[src/core/asc_consts.svh]
// Register indices, field positions, reset values and timing counts of the sequencer.
`ifndef ASC_CONSTS_SVH
`define ASC_CONSTS_SVH

// ---------------------------------------------------------------------------
// Register indices (byte address is four times the index)
// ---------------------------------------------------------------------------
`define ASC_IDX_CTRL1      10'h0b4
`define ASC_IDX_SEQ_CFG    10'h0b5
`define ASC_IDX_EXTRA_CFG  10'h0b6
`define ASC_IDX_RES_LOW    10'h0ba
`define ASC_IDX_RES_HIGH   10'h0bb
`define ASC_IDX_AIN_EN     10'h0c0

// ---------------------------------------------------------------------------
// Field positions and reset values
// ---------------------------------------------------------------------------
`define ASC_EOC_BIT        7
`define ASC_ST_BIT         6
`define ASC_START_SOURCE_SELECT_RST      2'h3
`define ASC_CTRL1_RSVD     2'h3
`define ASC_REFERENCE_SELECT_RST       2'h0
`define ASC_DECIMATION_SELECT_RST       2'h1
`define ASC_SCH_RST        4'h0
`define ASC_AIN_EN_RST     8'h00

// ---------------------------------------------------------------------------
// Start source codes
// ---------------------------------------------------------------------------
`define ASC_START_SOURCE_SELECT_EXT      2'h0
`define ASC_START_SOURCE_SELECT_FREE     2'h1
`define ASC_START_SOURCE_SELECT_TIMER    2'h2
`define ASC_START_SOURCE_SELECT_SW       2'h3

// ---------------------------------------------------------------------------
// Channel code boundaries
// ---------------------------------------------------------------------------
`define ASC_SCH_DIFF       4'h8
`define ASC_SCH_SINGLE     4'hc
`define ASC_DMA_LAST       4'h8

// ---------------------------------------------------------------------------
// Timing: converter clock divider, settling periods, smallest decimation rate
// ---------------------------------------------------------------------------
`define ASC_CLK_DIV_LAST   3'h5
`define ASC_SETTLE         10'h010
`define ASC_RATE_BASE      10'h040

`endif

[src/core/asc_pkg.sv]
// Types shared by the sequencer modules.
package asc_pkg;

    // Sequencer states.
    typedef enum logic [1:0] {
        ASC_IDLE   = 2'b00,
        ASC_PICK   = 2'b01,
        ASC_CONV   = 2'b10,
        ASC_FINISH = 2'b11
    } asc_state_t;

endpackage

[src/core/asc_top.sv]
// Conversion sequencer with a classic Wishbone register slave.
//
// Overview of operation
// - End-of-conversion flag sets on each finished conversion, clears on high byte read.
// - Software start bit starts a sequence when selected and idle; clears at sequence end.
// - Start source picks pin edge, previous sequence end, timer compare or software bit.
// - Start codes: 00 pin, 01 free running, 10 timer compare, 11 software bit.
// - Decimation codes 00..11 give rates 64,128,256,512 with 7,9,10,12 bits.
// - End codes 0-7 single-ended from input 0, 8-11 pairs, higher one conversion.
// - Disabled inputs are skipped; a pair needs both pins enabled.
// - Writing the extra register runs one conversion now or after the running sequence.
// - Extra register holds input, reference and rate coded like the sequence fields.
// - A sequence with no enabled inputs still updates channel readback and done flag.
// - Reference choices: internal 1.25 V, supply, input 7, or pair 6-7.
// - Results are two's complement; single-ended 0..2047, differential -2048..2047.
// - Results are left-justified in the high and low result bytes.
// - Channel readback gives written end code plus one below 1100, else the code.
// - After an extra conversion the channel readback holds the extra channel code.
// - Converter clock is the system clock divided by six.
// - A conversion lasts 16 settling periods plus the decimation rate.
// - Interrupt fires only when an extra conversion completes.
// - Per-channel DMA triggers 20 to 28 pulse on each sequence result, not on extra conversion results.
// - DMA triggers 27 and 28 are shared with the audio serial interface.
// - Any-conversion trigger pulses on sequence results; extra conversions fire no trigger.
//
// The Wishbone slave port is this design's own decision.
`timescale 1ns/1ps
`include "asc_consts.svh"

module asc_top (
    input  wire logic        clk_i,
    input  wire logic        rst_i,
    input  wire logic        wb_cyc_i,
    input  wire logic        wb_stb_i,
    input  wire logic        wb_we_i,
    input  wire logic [11:0] wb_adr_i,
    input  wire logic [3:0]  wb_sel_i,
    input  wire logic [31:0] wb_dat_i,
    output logic      [31:0] wb_dat_o,
    output logic             wb_ack_o,
    input  wire logic        external_trigger_pin_i,
    input  wire logic        timer1_ch0_compare_i,
    input  wire logic [1:0]  i2s_dma_req_i,
    input  wire logic [11:0] mod_result_i,
    output logic      [3:0]  mux_channel_o,
    output logic      [1:0]  reference_select_o,
    output logic      [1:0]  decimation_select_o,
    output logic             conv_start_o,
    output logic             conv_busy_o,
    output logic             adc_clk_en_o,
    output logic             irq_o,
    output logic      [8:0]  dma_trigger_o,
    output logic             any_conversion_trigger_o
);
    import asc_pkg::*;

    // ------------------------------------------------------------------
    // Declarations
    // ------------------------------------------------------------------
    asc_pkg::asc_state_t state_ff;
    logic        ack_ff;
    logic [31:0] dat_ff;
    logic [1:0]  start_source_select_ff;
    logic [1:0]  reference_select_ff;
    logic [1:0]  decimation_select_ff;
    logic [3:0]  sch_wr_ff;
    logic [3:0]  sequence_end_channel_ff;
    logic [1:0]  extra_ref_ff;
    logic [1:0]  extra_div_ff;
    logic [3:0]  extra_channel_select_ff;
    logic [7:0]  analog_input_enable_ff;
    logic        sequence_start_bit_ff;
    logic        eoc_ff;
    logic [11:0] result_ff;
    logic        extra_pend_ff;
    logic        is_extra_ff;
    logic        any_conv_ff;
    logic [3:0]  cur_ch_ff;
    logic [3:0]  end_ch_ff;
    logic [3:0]  conv_ch_ff;
    logic [1:0]  conv_ref_ff;
    logic [1:0]  conv_div_ff;
    logic        timer_start_ff;
    logic [2:0]  pin_sync_ff;
    logic        irq_ff;
    logic [8:0]  dma_ff;
    logic        any_trig_ff;
    logic        timer_done;
    logic        timer_busy;
    logic        timer_clk_en;
    logic        bus_req;
    logic        bus_acc;
    logic        bus_wr;
    logic [9:0]  bus_idx;
    logic        ext_rise;
    logic        start_evt;
    logic        conv_fin;
    logic        seq_fin;
    logic [7:0]  rd_byte;

    // ------------------------------------------------------------------
    // Helper functions
    // ------------------------------------------------------------------

    // Tells whether a channel code may be converted given the enabled inputs.
    function automatic logic ch_enabled(input logic [3:0] ch, input logic [7:0] en);
        if (ch < `ASC_SCH_DIFF) begin
            ch_enabled = en[ch[2:0]];
        end else if (ch < `ASC_SCH_SINGLE) begin
            ch_enabled = en[{ch[1:0], 1'b0}] & en[{ch[1:0], 1'b1}];
        end else begin
            ch_enabled = 1'b1;
        end
    endfunction

    // First channel of a sequence for a given end code.
    function automatic logic [3:0] first_ch(input logic [3:0] sequence_end_channel);
        if (sequence_end_channel < `ASC_SCH_DIFF) begin
            first_ch = 4'h0;
        end else if (sequence_end_channel < `ASC_SCH_SINGLE) begin
            first_ch = `ASC_SCH_DIFF;
        end else begin
            first_ch = sequence_end_channel;
        end
    endfunction

    // Left-justifies a right-aligned result of the rate's resolution.
    function automatic logic [11:0] justify(input logic [11:0] raw, input logic [1:0] d);
        case (d)
            2'h0:    justify = {raw[6:0], 5'h00};
            2'h1:    justify = {raw[8:0], 3'h0};
            2'h2:    justify = {raw[9:0], 2'h0};
            default: justify = raw;
        endcase
    endfunction

    // ------------------------------------------------------------------
    // Wishbone slave
    // ------------------------------------------------------------------

    // A request is acknowledged one cycle after it appears; it acts at the ack edge.
    assign bus_req = wb_cyc_i & wb_stb_i;
    assign bus_acc = bus_req & ack_ff;
    assign bus_wr  = bus_acc & wb_we_i & wb_sel_i[0];
    assign bus_idx = wb_adr_i[11:2];

    // Read multiplexer; unmapped indices read as zero.
    always_comb begin
        case (bus_idx)
            `ASC_IDX_CTRL1:     rd_byte = {eoc_ff, sequence_start_bit_ff,
                                           start_source_select_ff, 2'h0, `ASC_CTRL1_RSVD};
            `ASC_IDX_SEQ_CFG:   rd_byte = {reference_select_ff, decimation_select_ff,
                                           sequence_end_channel_ff};
            `ASC_IDX_EXTRA_CFG: rd_byte = {extra_ref_ff, extra_div_ff, extra_channel_select_ff};
            `ASC_IDX_RES_LOW:   rd_byte = {result_ff[3:0], 4'h0};
            `ASC_IDX_RES_HIGH:  rd_byte = result_ff[11:4];
            `ASC_IDX_AIN_EN:    rd_byte = analog_input_enable_ff;
            default:            rd_byte = 8'h00;
        endcase
    end

    // Registered acknowledge and read data.
    always_ff @(posedge clk_i) begin
        if (rst_i) begin
            ack_ff <= 1'b0;
            dat_ff <= 32'h0000_0000;
        end else begin
            ack_ff <= bus_req & ~ack_ff;
            if (bus_req && !ack_ff) begin
                dat_ff <= {24'h00_0000, rd_byte};
            end
        end
    end

    // ------------------------------------------------------------------
    // Configuration registers
    // ------------------------------------------------------------------

    // Software-written fields of the control, sequence, extra and enable registers.
    always_ff @(posedge clk_i) begin
        if (rst_i) begin
            start_source_select_ff  <= `ASC_START_SOURCE_SELECT_RST;
            reference_select_ff     <= `ASC_REFERENCE_SELECT_RST;
            decimation_select_ff    <= `ASC_DECIMATION_SELECT_RST;
            sch_wr_ff               <= `ASC_SCH_RST;
            extra_ref_ff            <= `ASC_REFERENCE_SELECT_RST;
            extra_div_ff            <= 2'h0;
            extra_channel_select_ff <= `ASC_SCH_RST;
            analog_input_enable_ff  <= `ASC_AIN_EN_RST;
        end else if (bus_wr) begin
            case (bus_idx)
                `ASC_IDX_CTRL1: start_source_select_ff <= wb_dat_i[5:4];
                `ASC_IDX_SEQ_CFG: begin
                    reference_select_ff  <= wb_dat_i[7:6];
                    decimation_select_ff <= wb_dat_i[5:4];
                    sch_wr_ff            <= wb_dat_i[3:0];
                end
                `ASC_IDX_EXTRA_CFG: begin
                    extra_ref_ff            <= wb_dat_i[7:6];
                    extra_div_ff            <= wb_dat_i[5:4];
                    extra_channel_select_ff <= wb_dat_i[3:0];
                end
                `ASC_IDX_AIN_EN: analog_input_enable_ff <= wb_dat_i[7:0];
                default: ;
            endcase
        end
    end

    // ------------------------------------------------------------------
    // Start sources
    // ------------------------------------------------------------------

    // Two-stage synchroniser on the trigger pin, then a rising edge detect.
    always_ff @(posedge clk_i) begin
        if (rst_i) begin
            pin_sync_ff <= 3'h0;
        end else begin
            pin_sync_ff <= {pin_sync_ff[1:0], external_trigger_pin_i};
        end
    end
    assign ext_rise = pin_sync_ff[1] & ~pin_sync_ff[2];

    // Start event chosen by the start source code.
    always_comb begin
        case (start_source_select_ff)
            `ASC_START_SOURCE_SELECT_EXT:   start_evt = ext_rise;
            `ASC_START_SOURCE_SELECT_FREE:  start_evt = 1'b1;
            `ASC_START_SOURCE_SELECT_TIMER: start_evt = timer1_ch0_compare_i;
            default:          start_evt = sequence_start_bit_ff;
        endcase
    end

    // ------------------------------------------------------------------
    // Sequencer
    // ------------------------------------------------------------------
    assign conv_fin = (state_ff == ASC_CONV) & timer_done;
    assign seq_fin  = (state_ff == ASC_FINISH);

    // Walks the channels of a sequence, or runs one extra conversion.
    always_ff @(posedge clk_i) begin
        if (rst_i) begin
            state_ff       <= ASC_IDLE;
            cur_ch_ff      <= 4'h0;
            end_ch_ff      <= 4'h0;
            conv_ch_ff     <= 4'h0;
            conv_ref_ff    <= 2'h0;
            conv_div_ff    <= 2'h0;
            is_extra_ff    <= 1'b0;
            any_conv_ff    <= 1'b0;
            timer_start_ff <= 1'b0;
        end else begin
            timer_start_ff <= 1'b0;
            case (state_ff)
                ASC_IDLE: begin
                    if (extra_pend_ff) begin
                        conv_ch_ff     <= extra_channel_select_ff;
                        conv_ref_ff    <= extra_ref_ff;
                        conv_div_ff    <= extra_div_ff;
                        is_extra_ff    <= 1'b1;
                        timer_start_ff <= 1'b1;
                        state_ff       <= ASC_CONV;
                    end else if (start_evt) begin
                        cur_ch_ff   <= first_ch(sch_wr_ff);
                        end_ch_ff   <= sch_wr_ff;
                        is_extra_ff <= 1'b0;
                        any_conv_ff <= 1'b0;
                        state_ff    <= ASC_PICK;
                    end
                end
                ASC_PICK: begin
                    if (ch_enabled(cur_ch_ff, analog_input_enable_ff)) begin
                        conv_ch_ff     <= cur_ch_ff;
                        conv_ref_ff    <= reference_select_ff;
                        conv_div_ff    <= decimation_select_ff;
                        any_conv_ff    <= 1'b1;
                        timer_start_ff <= 1'b1;
                        state_ff       <= ASC_CONV;
                    end else if (cur_ch_ff == end_ch_ff) begin
                        state_ff <= ASC_FINISH;
                    end else begin
                        cur_ch_ff <= cur_ch_ff + 4'h1;
                    end
                end
                ASC_CONV: begin
                    if (timer_done) begin
                        if (is_extra_ff) begin
                            state_ff <= ASC_IDLE;
                        end else if (cur_ch_ff == end_ch_ff) begin
                            state_ff <= ASC_FINISH;
                        end else begin
                            cur_ch_ff <= cur_ch_ff + 4'h1;
                            state_ff  <= ASC_PICK;
                        end
                    end
                end
                ASC_FINISH: state_ff <= ASC_IDLE;
                default:    state_ff <= ASC_IDLE;
            endcase
        end
    end

    // Pending extra conversion; a new write wins over the take-up.
    always_ff @(posedge clk_i) begin
        if (rst_i) begin
            extra_pend_ff <= 1'b0;
        end else if (bus_wr && bus_idx == `ASC_IDX_EXTRA_CFG) begin
            extra_pend_ff <= 1'b1;
        end else if (state_ff == ASC_IDLE) begin
            extra_pend_ff <= 1'b0;
        end
    end

    // Software start bit: written ones set it, sequence end clears it.
    always_ff @(posedge clk_i) begin
        if (rst_i) begin
            sequence_start_bit_ff <= 1'b0;
        end else if (bus_wr && bus_idx == `ASC_IDX_CTRL1 && wb_dat_i[`ASC_ST_BIT]) begin
            sequence_start_bit_ff <= 1'b1;
        end else if (seq_fin) begin
            sequence_start_bit_ff <= 1'b0;
        end
    end

    // ------------------------------------------------------------------
    // Results and status
    // ------------------------------------------------------------------

    // Result capture and conversion-done flag; a completion wins over a read.
    always_ff @(posedge clk_i) begin
        if (rst_i) begin
            result_ff <= 12'h000;
            eoc_ff    <= 1'b0;
        end else begin
            if (conv_fin) begin
                result_ff <= justify(mod_result_i, conv_div_ff);
            end
            if (conv_fin || (seq_fin && !any_conv_ff)) begin
                eoc_ff <= 1'b1;
            end else if (bus_acc && !wb_we_i && bus_idx == `ASC_IDX_RES_HIGH) begin
                eoc_ff <= 1'b0;
            end
        end
    end

    // Channel readback: written value, then the end code (plus one below 1100) after a sequence, or the extra channel.
    always_ff @(posedge clk_i) begin
        if (rst_i) begin
            sequence_end_channel_ff <= `ASC_SCH_RST;
        end else if (conv_fin && is_extra_ff) begin
            sequence_end_channel_ff <= conv_ch_ff;
        end else if (seq_fin) begin
            sequence_end_channel_ff <= (end_ch_ff < `ASC_SCH_SINGLE) ?
                                       end_ch_ff + 4'h1 : end_ch_ff;
        end else if (bus_wr && bus_idx == `ASC_IDX_SEQ_CFG) begin
            sequence_end_channel_ff <= wb_dat_i[3:0];
        end
    end

    // Interrupt on extra completion only; DMA triggers on sequence results and shared audio requests only.
    always_ff @(posedge clk_i) begin
        if (rst_i) begin
            irq_ff      <= 1'b0;
            dma_ff      <= 9'h000;
            any_trig_ff <= 1'b0;
        end else begin
            irq_ff      <= conv_fin & is_extra_ff;
            any_trig_ff <= conv_fin & ~is_extra_ff;
            dma_ff      <= {i2s_dma_req_i, 7'h00};
            if (conv_fin && !is_extra_ff) begin
                dma_ff <= {i2s_dma_req_i, 7'h00} |
                          (9'h001 << ((conv_ch_ff > `ASC_DMA_LAST) ?
                                      `ASC_DMA_LAST : conv_ch_ff));
            end
        end
    end

    // ------------------------------------------------------------------
    // Converter timing
    // ------------------------------------------------------------------

    // Divider and conversion length timer.
    asc_conv_timer u_timer (
        .clk_i        (clk_i),
        .rst_i        (rst_i),
        .start_i      (timer_start_ff),
        .decim_i      (conv_div_ff),
        .adc_clk_en_o (timer_clk_en),
        .done_o       (timer_done),
        .busy_o       (timer_busy)
    );

    // Output drive; every output comes from a flip-flop.
    assign wb_dat_o                 = dat_ff;
    assign wb_ack_o                 = ack_ff;
    assign mux_channel_o            = conv_ch_ff;
    assign reference_select_o       = conv_ref_ff;
    assign decimation_select_o      = conv_div_ff;
    assign conv_start_o             = timer_start_ff;
    assign conv_busy_o              = timer_busy;
    assign adc_clk_en_o             = timer_clk_en;
    assign irq_o                    = irq_ff;
    assign dma_trigger_o            = dma_ff;
    assign any_conversion_trigger_o = any_trig_ff;

endmodule

[src/core/asc_conv_timer.sv]
// Converter clock divider and conversion length timer.
`timescale 1ns/1ps
`include "asc_consts.svh"

module asc_conv_timer (
    input  wire logic       clk_i,
    input  wire logic       rst_i,
    input  wire logic       start_i,
    input  wire logic [1:0] decim_i,
    output logic            adc_clk_en_o,
    output logic            done_o,
    output logic            busy_o
);
    import asc_pkg::*;

    logic [2:0] div_ff;
    logic       en_ff;
    logic [9:0] cnt_ff;
    logic [9:0] len_ff;
    logic       busy_ff;
    logic       done_ff;

    // Conversion length: settling periods plus the decimation rate.
    function automatic logic [9:0] conv_len(input logic [1:0] d);
        conv_len = `ASC_SETTLE + (`ASC_RATE_BASE << d);
    endfunction

    // Free running divide-by-six enable for the converter clock.
    always_ff @(posedge clk_i) begin
        if (rst_i) begin
            div_ff <= 3'h0;
            en_ff  <= 1'b0;
        end else begin
            en_ff  <= (div_ff == `ASC_CLK_DIV_LAST);
            div_ff <= (div_ff == `ASC_CLK_DIV_LAST) ? 3'h0 : div_ff + 3'h1;
        end
    end

    // Count converter clock periods until the conversion length is reached.
    always_ff @(posedge clk_i) begin
        if (rst_i) begin
            cnt_ff  <= 10'h000;
            len_ff  <= 10'h000;
            busy_ff <= 1'b0;
            done_ff <= 1'b0;
        end else begin
            done_ff <= 1'b0;
            if (start_i) begin
                cnt_ff  <= 10'h000;
                len_ff  <= conv_len(decim_i);
                busy_ff <= 1'b1;
            end else if (busy_ff && en_ff) begin
                cnt_ff <= cnt_ff + 10'h001;
                if (cnt_ff + 10'h001 == len_ff) begin
                    busy_ff <= 1'b0;
                    done_ff <= 1'b1;
                end
            end
        end
    end

    assign adc_clk_en_o = en_ff;
    assign done_o       = done_ff;
    assign busy_o       = busy_ff;

endmodule

[config.mk]
export PLATFORM = sky130hd
export DESIGN_NAME = asc_top
export DESIGN_NICKNAME = d
export VERILOG_FILES = /design/src/core/asc_pkg.sv /design/src/core/asc_top.sv /design/src/core/asc_conv_timer.sv
export VERILOG_INCLUDE_DIRS = /design/src /design/src/core
export SDC_FILE = /design/constraint.sdc
export NUM_CORES = 1
export LEC_CHECK = 0
export BUFFER_PORTS_ARGS = -buffer_cell sky130_fd_sc_hd__buf_2
export CAP_MARGIN = 20
export CORE_ASPECT_RATIO = 1.75
export CORE_UTILIZATION = 41
export DETAILED_ROUTE_END_ITERATION = 7
export SYNTH_ARGS = -nofsm -noshare
export SYNTH_HDL_FRONTEND = slang
export SYNTH_SLANG_ARGS = --single-unit
[constraint.sdc]
create_clock -name clk_i -period 3.5 [get_ports clk_i]
set_input_delay 0.7 -clock clk_i [delete_from_list [all_inputs] [get_ports clk_i]]
set_output_delay 0.7 -clock clk_i [all_outputs]
set_load 0.01 [all_outputs]
After elaboration in Yosys (flattened, before gate mapping)
Cells that the tools add are included.
Widths: inputs -> output; s select.
{"block": "op_classes", "n_addsub": 5, "order_cmp": 9, "bitwise_logic": 17, "reduce_logical": 43, "muxes": 63, "eq_ne": 25, "shift": 2}
{"cell": "$eq 10x8->1 const B", "n": 6}
{"cell": "$mux 4", "n": 15}
{"cell": "$pmux 8 s6", "n": 1}
{"cell": "$pmux 12 s3", "n": 1}
{"cell": "$mux 1", "n": 23}
{"cell": "$mux 2", "n": 11}
{"cell": "$lt 4x4->1 const B", "n": 5}
{"cell": "$reduce_bool 2->1", "n": 7}
{"cell": "$lt 3x4->1 const B", "n": 3}
{"cell": "$ne 2x2->1 const B", "n": 6}
{"cell": "$pmux 4 s3", "n": 1}
{"cell": "$reduce_and 2->1", "n": 6}
{"cell": "$logic_and 1x1->1", "n": 11}
{"cell": "$add 10x1->10 const B", "n": 1}
{"cell": "$add 5x10->10 const A", "n": 1}
{"cell": "$and 1x1->1", "n": 10}
{"cell": "$eq 10x10->1", "n": 1}
{"cell": "$shl 7x2->10 const A", "n": 1}
{"cell": "$mux 9", "n": 1}
{"cell": "$or 9x9->9", "n": 1}
{"cell": "$reduce_and 3->1", "n": 3}
{"cell": "$shl 1x4->9 const A", "n": 1}
{"cell": "$add 4x1->4 const B", "n": 2}
{"cell": "$eq 2x2->1 const B", "n": 4}
{"cell": "other kinds (23)", "n": 42}
{"block": "word_totals", "out_inout_bits": 55, "inputBits": 69, "ff_bits": 115, "wordCells": 199}

Longest topological paths before layout
{"block": "depth", "depth_word": 9, "depth_mapped": 8, "mapped_depth_nobuf": 7}

Modules after synthesis
A second synthesis with hierarchy kept.
{"block": "hier_totals", "hier_cells": 680, "hier_area_um2": 5579.1}
{"mod": "asc_top", "seq_area_each_um2": 1781.7, "cells_each": 557, "area_each_um2": 4536.9, "instances": 1}
{"mod": "asc_conv_timer", "seq_area_each_um2": 420.4, "cells_each": 123, "area_each_um2": 1042.2, "instances": 1}

Worst setup path before layout
Ideal clock, no wire load.
{"block": "synth_path", "kind": "input port to flip-flop", "startpoint": "input wb_adr_i[5]", "endpoint": "register sequence_end_channel_ff[0]", "setup_ns": 0.091, "cell_stages": 8, "required_time_ns": 3.409, "arrival_time_ns": 2.267, "path_slack_ns": 1.142, "path_buffers": 2, "cell_sequence": "or4b_1 clkbuf_1 nor2_1 buf_4 nand2_1 nor2_2 nand2_1 a311oi_1"}
{"block": "synth_via", "elab_chain_cells": 3}
{"item": "from (decl)", "line": "asc_top.sv:36", "source": "input wire logic [11:0] wb_adr_i,"}
{"item": "$eq 10x8->1"}
{"item": "$logic_and 1x1->1 (no source line)"}
{"item": "$reduce_bool 3->1 (no source line)"}
{"item": "to (signal assigned)", "line": "asc_top.sv:348", "source": "sequence_end_channel_ff <= `ASC_SCH_RST;"}
{"item": "to (signal assigned)", "line": "asc_top.sv:350", "source": "sequence_end_channel_ff <= conv_ch_ff;"}
{"item": "to (signal assigned)", "line": "asc_top.sv:352", "source": "sequence_end_channel_ff <= (end_ch_ff < `ASC_SCH_SINGLE) ?"}
{"item": "to (decl)", "line": "asc_top.sv:67", "source": "logic [3:0] sequence_end_channel_ff;"}
No other way between the ends.
A chain may end at the register's enable or synchronous reset.

Worst setup path in the final report
{"block": "layout_path", "startpoint": "register cur_ch_ff[1]", "endpoint": "register cur_ch_ff[0]"}
{"block": "layout_via", "elab_chain_cells": 9, "word_cells_on_any_way": 21, "classes_between": "2 x order compare; 2 x eq/ne; 15 x mux; 1 x bitwise; 1 x reduce/logical"}
{"item": "from (decl)", "line": "asc_top.sv:78", "source": "logic [3:0] cur_ch_ff;"}
{"item": "from (signal assigned)", "line": "asc_top.sv:263", "source": "cur_ch_ff <= first_ch(sch_wr_ff);"}
{"item": "from (signal assigned)", "line": "asc_top.sv:281", "source": "cur_ch_ff <= cur_ch_ff + 4'h1;"}
{"item": "from (signal assigned)", "line": "asc_top.sv:291", "source": "cur_ch_ff <= cur_ch_ff + 4'h1;"}
{"item": "$bmux 1 s2", "line": "asc_top.sv:110", "source": "ch_enabled = en[{ch[1:0], 1'b0}] & en[{ch[1:0], 1'b1}];"}
{"item": "$mux 1 (not written as such)", "line": "asc_top.sv:110"}
{"item": "$and 1x1->1", "line": "asc_top.sv:110"}
{"item": "$mux 1", "line": "asc_top.sv:109", "source": "end else if (ch < `ASC_SCH_SINGLE) begin"}
{"item": "$mux 1", "line": "asc_top.sv:107", "source": "if (ch < `ASC_SCH_DIFF) begin"}
{"item": "$mux 1", "line": "asc_top.sv:253", "source": "case (state_ff)"}
{"item": "$mux 1", "line": "asc_top.sv:241", "source": "if (rst_i) begin"}
{"item": "$ne 2x2->1 (no source line)"}
{"item": "$reduce_and 6->1 (no source line)"}
Parallel ways exist; a longest one is shown, timed or not. The select of a mux whose other input is x is not followed.

==> impl_metrics.py <==
metrics = {
    "status": {
        "status": "finished, final reports clean",
    },
    "place": {
        "dpl.hpwl_um": 11200,
        "port_buffers": 70,
        "place_congestion": 0.890,
    },
    "logic_synthesis": {
        "yosys.area.top_type_share": 0.395,
        "yosysTopAreaCell": "dfxtp_1",
        "seq_area_frac_synth": 0.395,
        "synthDistinctLibCells": 61,
        "ys.flop_type": "dfxtp_1",
        "ys_warn_count": 0,
        "postSynth.asyncResetShare": 0,
        "synthTopCellsByArea": "dfxtp_1, nand2_1, a21oi_1",
        "synth_area_um2": 5580,
        "synth_edf_count": 0,
        "synth_cells": 680,
        "ys_seq_elements": 110,
        "synth.avg_cell_area_um2": 8.21,
    },
    "worst_setup_path": {
        "cp.arrival_ns": 2.72,
        "crit_fanout": 11,
        "reg2regPathDepth": 6,
        "worst-r2r-setup-slack_ns": 0.98,
        "timing.rr.start": "cur_ch_ff[1]",
        "cp.required_ns": 3.69,
        "reg2reg_to": "cur_ch_ff[0]",
        "crit_chain": "mux2_4 > or3_1 > a41o_2 > a311o_4 > a221oi_1 > a211oi_1",
        "crit_path_top_delay_cell": "dfxtp_1",
        "cpPeakStageDelay_ns": 0.64,
        "crit_type": "reg -> reg",
        "setup.worst_path.start_class": "register",
        "end_kind": "register",
    },
    "layout": {
        "syn_to_final_growth_pct": 11.5,
        "diodes": 0,
        "fill_cells": 1375,
        "final_cell_mix": "dfxtp_1, nand2_1, nor2_1",
        "nNetsFinal": 804,
        "layout_commonest_cell": "dfxtp_1",
        "drive_gt1_frac": 0.155,
    },
    "cts": {
        "clkSlewWorstSetupHoldPaths_ns": 0.07,
        "cts_tree": "done",
        "root_buffer": "clkbuf_16",
        "cts_sinks": 110,
        "cts_made_buffers": 9,
        "clock_path_buffers": 2,
        "post-cts-setup-buffers": 0,
        "post_cts_resized": 0,
        "htreeDepth": 3,
        "hold_buffers": 0,
        "clk_latency_ns": 0.35,
    },
    "detailed_routing": {
        "final_antenna_net_count": 0,
        "drt-vias-per-instance": 5.51,
        "drc": 0,
        "firstDrtPassIters": 6,
        "post_drt_wl_per_cell_um": 16.6,
        "drt_iter0_drc": 306,
        "via_count": 4981,
        "wirelength_um": 15000,
    },
    "pwr": {
        "p_sw_frac": 0.271,
        "intPower_mw": 2.04,
        "leakage_nw": 2.38,
        "clkPwrFrac": 0.364,
        "combPwrFrac": 0.160,
        "pwr-share-seq": 0.476,
        "power_density_nw_per_um2": 449,
        "power_switching_uw": 756,
        "ir_worst_vdd_mv": 0.267,
    },
    "timing": {
        "tightest_slew_ns": 0.857,
        "rsz0062_at_grt": "false",
        "hold_viol": 0,
        "fmax_ghz": 0.396,
        "setup_viol": 0,
        "final.hold.worst_slack_ns": 0.466,
        "fin_crit_sh": 0.721,
        "period_needed_ns": 2.52,
        "maxSlewHeadroom": 0.428,
        "clock_skew_ns": 0.00632,
        "tns_ns": 0,
        "finalMaxSlewViolations": 0,
    },
    "die": {
        "die_w_um": 90.2,
        "initial_core_util": 0.419,
        "core-area_um2": 13300,
        "num_io_pins": 124,
        "num_rows": 56,
        "fp.dieH_um": 156,
        "die-area_um2": 14100,
    },
    "grt": {
        "grt_use_total": 0.214,
        "grt_pass1_vias": 4812,
        "busiest_layer": "met2",
        "grt_antenna_before_repair": 0,
        "globalRouteMet2Util": 0.409,
        "grt-ovfl-total": 0,
        "grtUsageMet3": 0.0258,
        "grt_max_degree": 51,
        "grt_pass1_wl_um": 23900,
        "use_met1": 0.226,
    },
    "min_path": {
        "holdPathEnd": "u_timer.div_ff[0]",
        "hold_path.startpoint": "u_timer.div_ff[0]",
        "worstHoldPathCells": 1,
        "hp-class": "reg -> reg",
    },
    "job": {
        "drv_cap": 0,
    },
}
routing by layer:
metal	vias to the layer above	wire length, um	part of all wire
met5	-	0	0
met4	0	627	0.042
met3	38	464	0.031
met2	142	8100	0.54
met1	2360	5790	0.39
li1	2441	-	-
state kept, by name, indices dropped and copies added (netlist names), 4 cells and up:
register / count
mux_channel_o: 4
extra_channel_select_ff: 4
wb_dat_o: 8
dma_trigger_o: 9
u_timer.cnt_ff: 10
cur_ch_ff: 4
result_ff: 12
u_timer.len_ff: 5
sequence_end_channel_ff: 4
sch_wr_ff: 4
end_ch_ff: 4
analog_input_enable_ff: 8
power groups by stage:
stage / combinational [mW] / clock, mW / sequential [mW]
2_1_floorplan: 0.378 / 0 / 1.33
3_3_place_gp: 0.435 / 0 / 1.36
3_5_place_dp: 0.444 / 0 / 1.36
4_1_cts: 0.446 / 1.03 / 1.33
5_1_grt: 0.493 / 1.08 / 1.34
6_report: 0.447 / 1.01 / 1.33
area by class of cell:
type | instances | area [um2] | share of cell area
multi-input combinational | 515 | 3070 | 0.493
sequential | 110 | 2200 | 0.354
timing repair buffer | 75 | 388 | 0.0624
clock buffer | 11 | 243 | 0.0390
tap | 174 | 218 | 0.0350
inverter | 15 | 56.3 | 0.00905
clock inverter | 4 | 47.5 | 0.00764
synthesized netlist by cell type (2+ instances only):
cell type	n
a211o_1	3
a211oi_1	8
a21oi_1	58
a221o_1	3
a221oi_1	6
a222oi_1	2
a22o_1	4
a22oi_1	7
a311oi_1	7
a31oi_1	3
and2_1	3
and3_1	9
buf_4	26
clkbuf_1	34
dfxtp_1	110
ha_1	9
inv_1	15
mux2_2	11
mux2i_1	27
nand2_1	80
nand2b_1	15
nand3_1	41
nand3b_1	5
nand4_1	8
nand4b_1	2
nor2_1	76
nor2b_1	13
nor3_1	19
nor4_1	3
o2111ai_1	2
o211ai_1	2
o21ai_0	16
o31ai_1	2
o32ai_1	3
or2_2	3
or3_1	2
or3b_2	3
xnor2_1	11
xor2_1	7
through the flow:
step	instances	setup WS (ns)	power, mW	util	area [um2]
final	904	0.977	2.79	0.467	6220
after global routing	904	0.823	2.91	0.467	6220
after CTS	904	0.975	2.81	0.467	6220
after detailed placement	889	0.744	1.80	0.445	5930
after global placement	889	0.761	1.79	0.445	5930
after floorplan	703	1.14	1.71	-	5670
cells by family after synthesis:
logic type / Yosys count / share of synthesized area
AO/OA/AOI/OAI: 134 / 0.161
XOR/XNOR: 18 / 0.0283
adder cells (fa/ha/maj): 9 / 0.0202
buffers and inverters: 78 / 0.0715
flip-flops: 110 / 0.395
multiplexers: 39 / 0.0733
other: 1 / 0.000672
AND/OR/NAND/NOR: 291 / 0.250
worst max-delay path: cells and delay by family, from the launching register on:
family           cells  cell delay [ns]
flip-flops           1             0.64
multiplexers         1             0.34
AO/OA/AOI/OAI        4             1.08
AND/OR/NAND/NOR      1             0.31
worst max path at each step:
stage / slack (ns) / from / to / cells past startpoint
CTS: 0.97 / cur_ch_ff[1] / cur_ch_ff[0] / 6
floorplan: 1.14 / wb_adr_i[5] / sequence_end_channel_ff[0] / 8
detailed placement: 0.74 / wb_adr_i[5] / sequence_end_channel_ff[1] / 7
finish: 0.98 / cur_ch_ff[1] / cur_ch_ff[0] / 6
global route: 0.82 / cur_ch_ff[1] / cur_ch_ff[0] / 6
global placement: 0.76 / wb_adr_i[5] / sequence_end_channel_ff[1] / 7
Power figures use the tool's default switching activity.
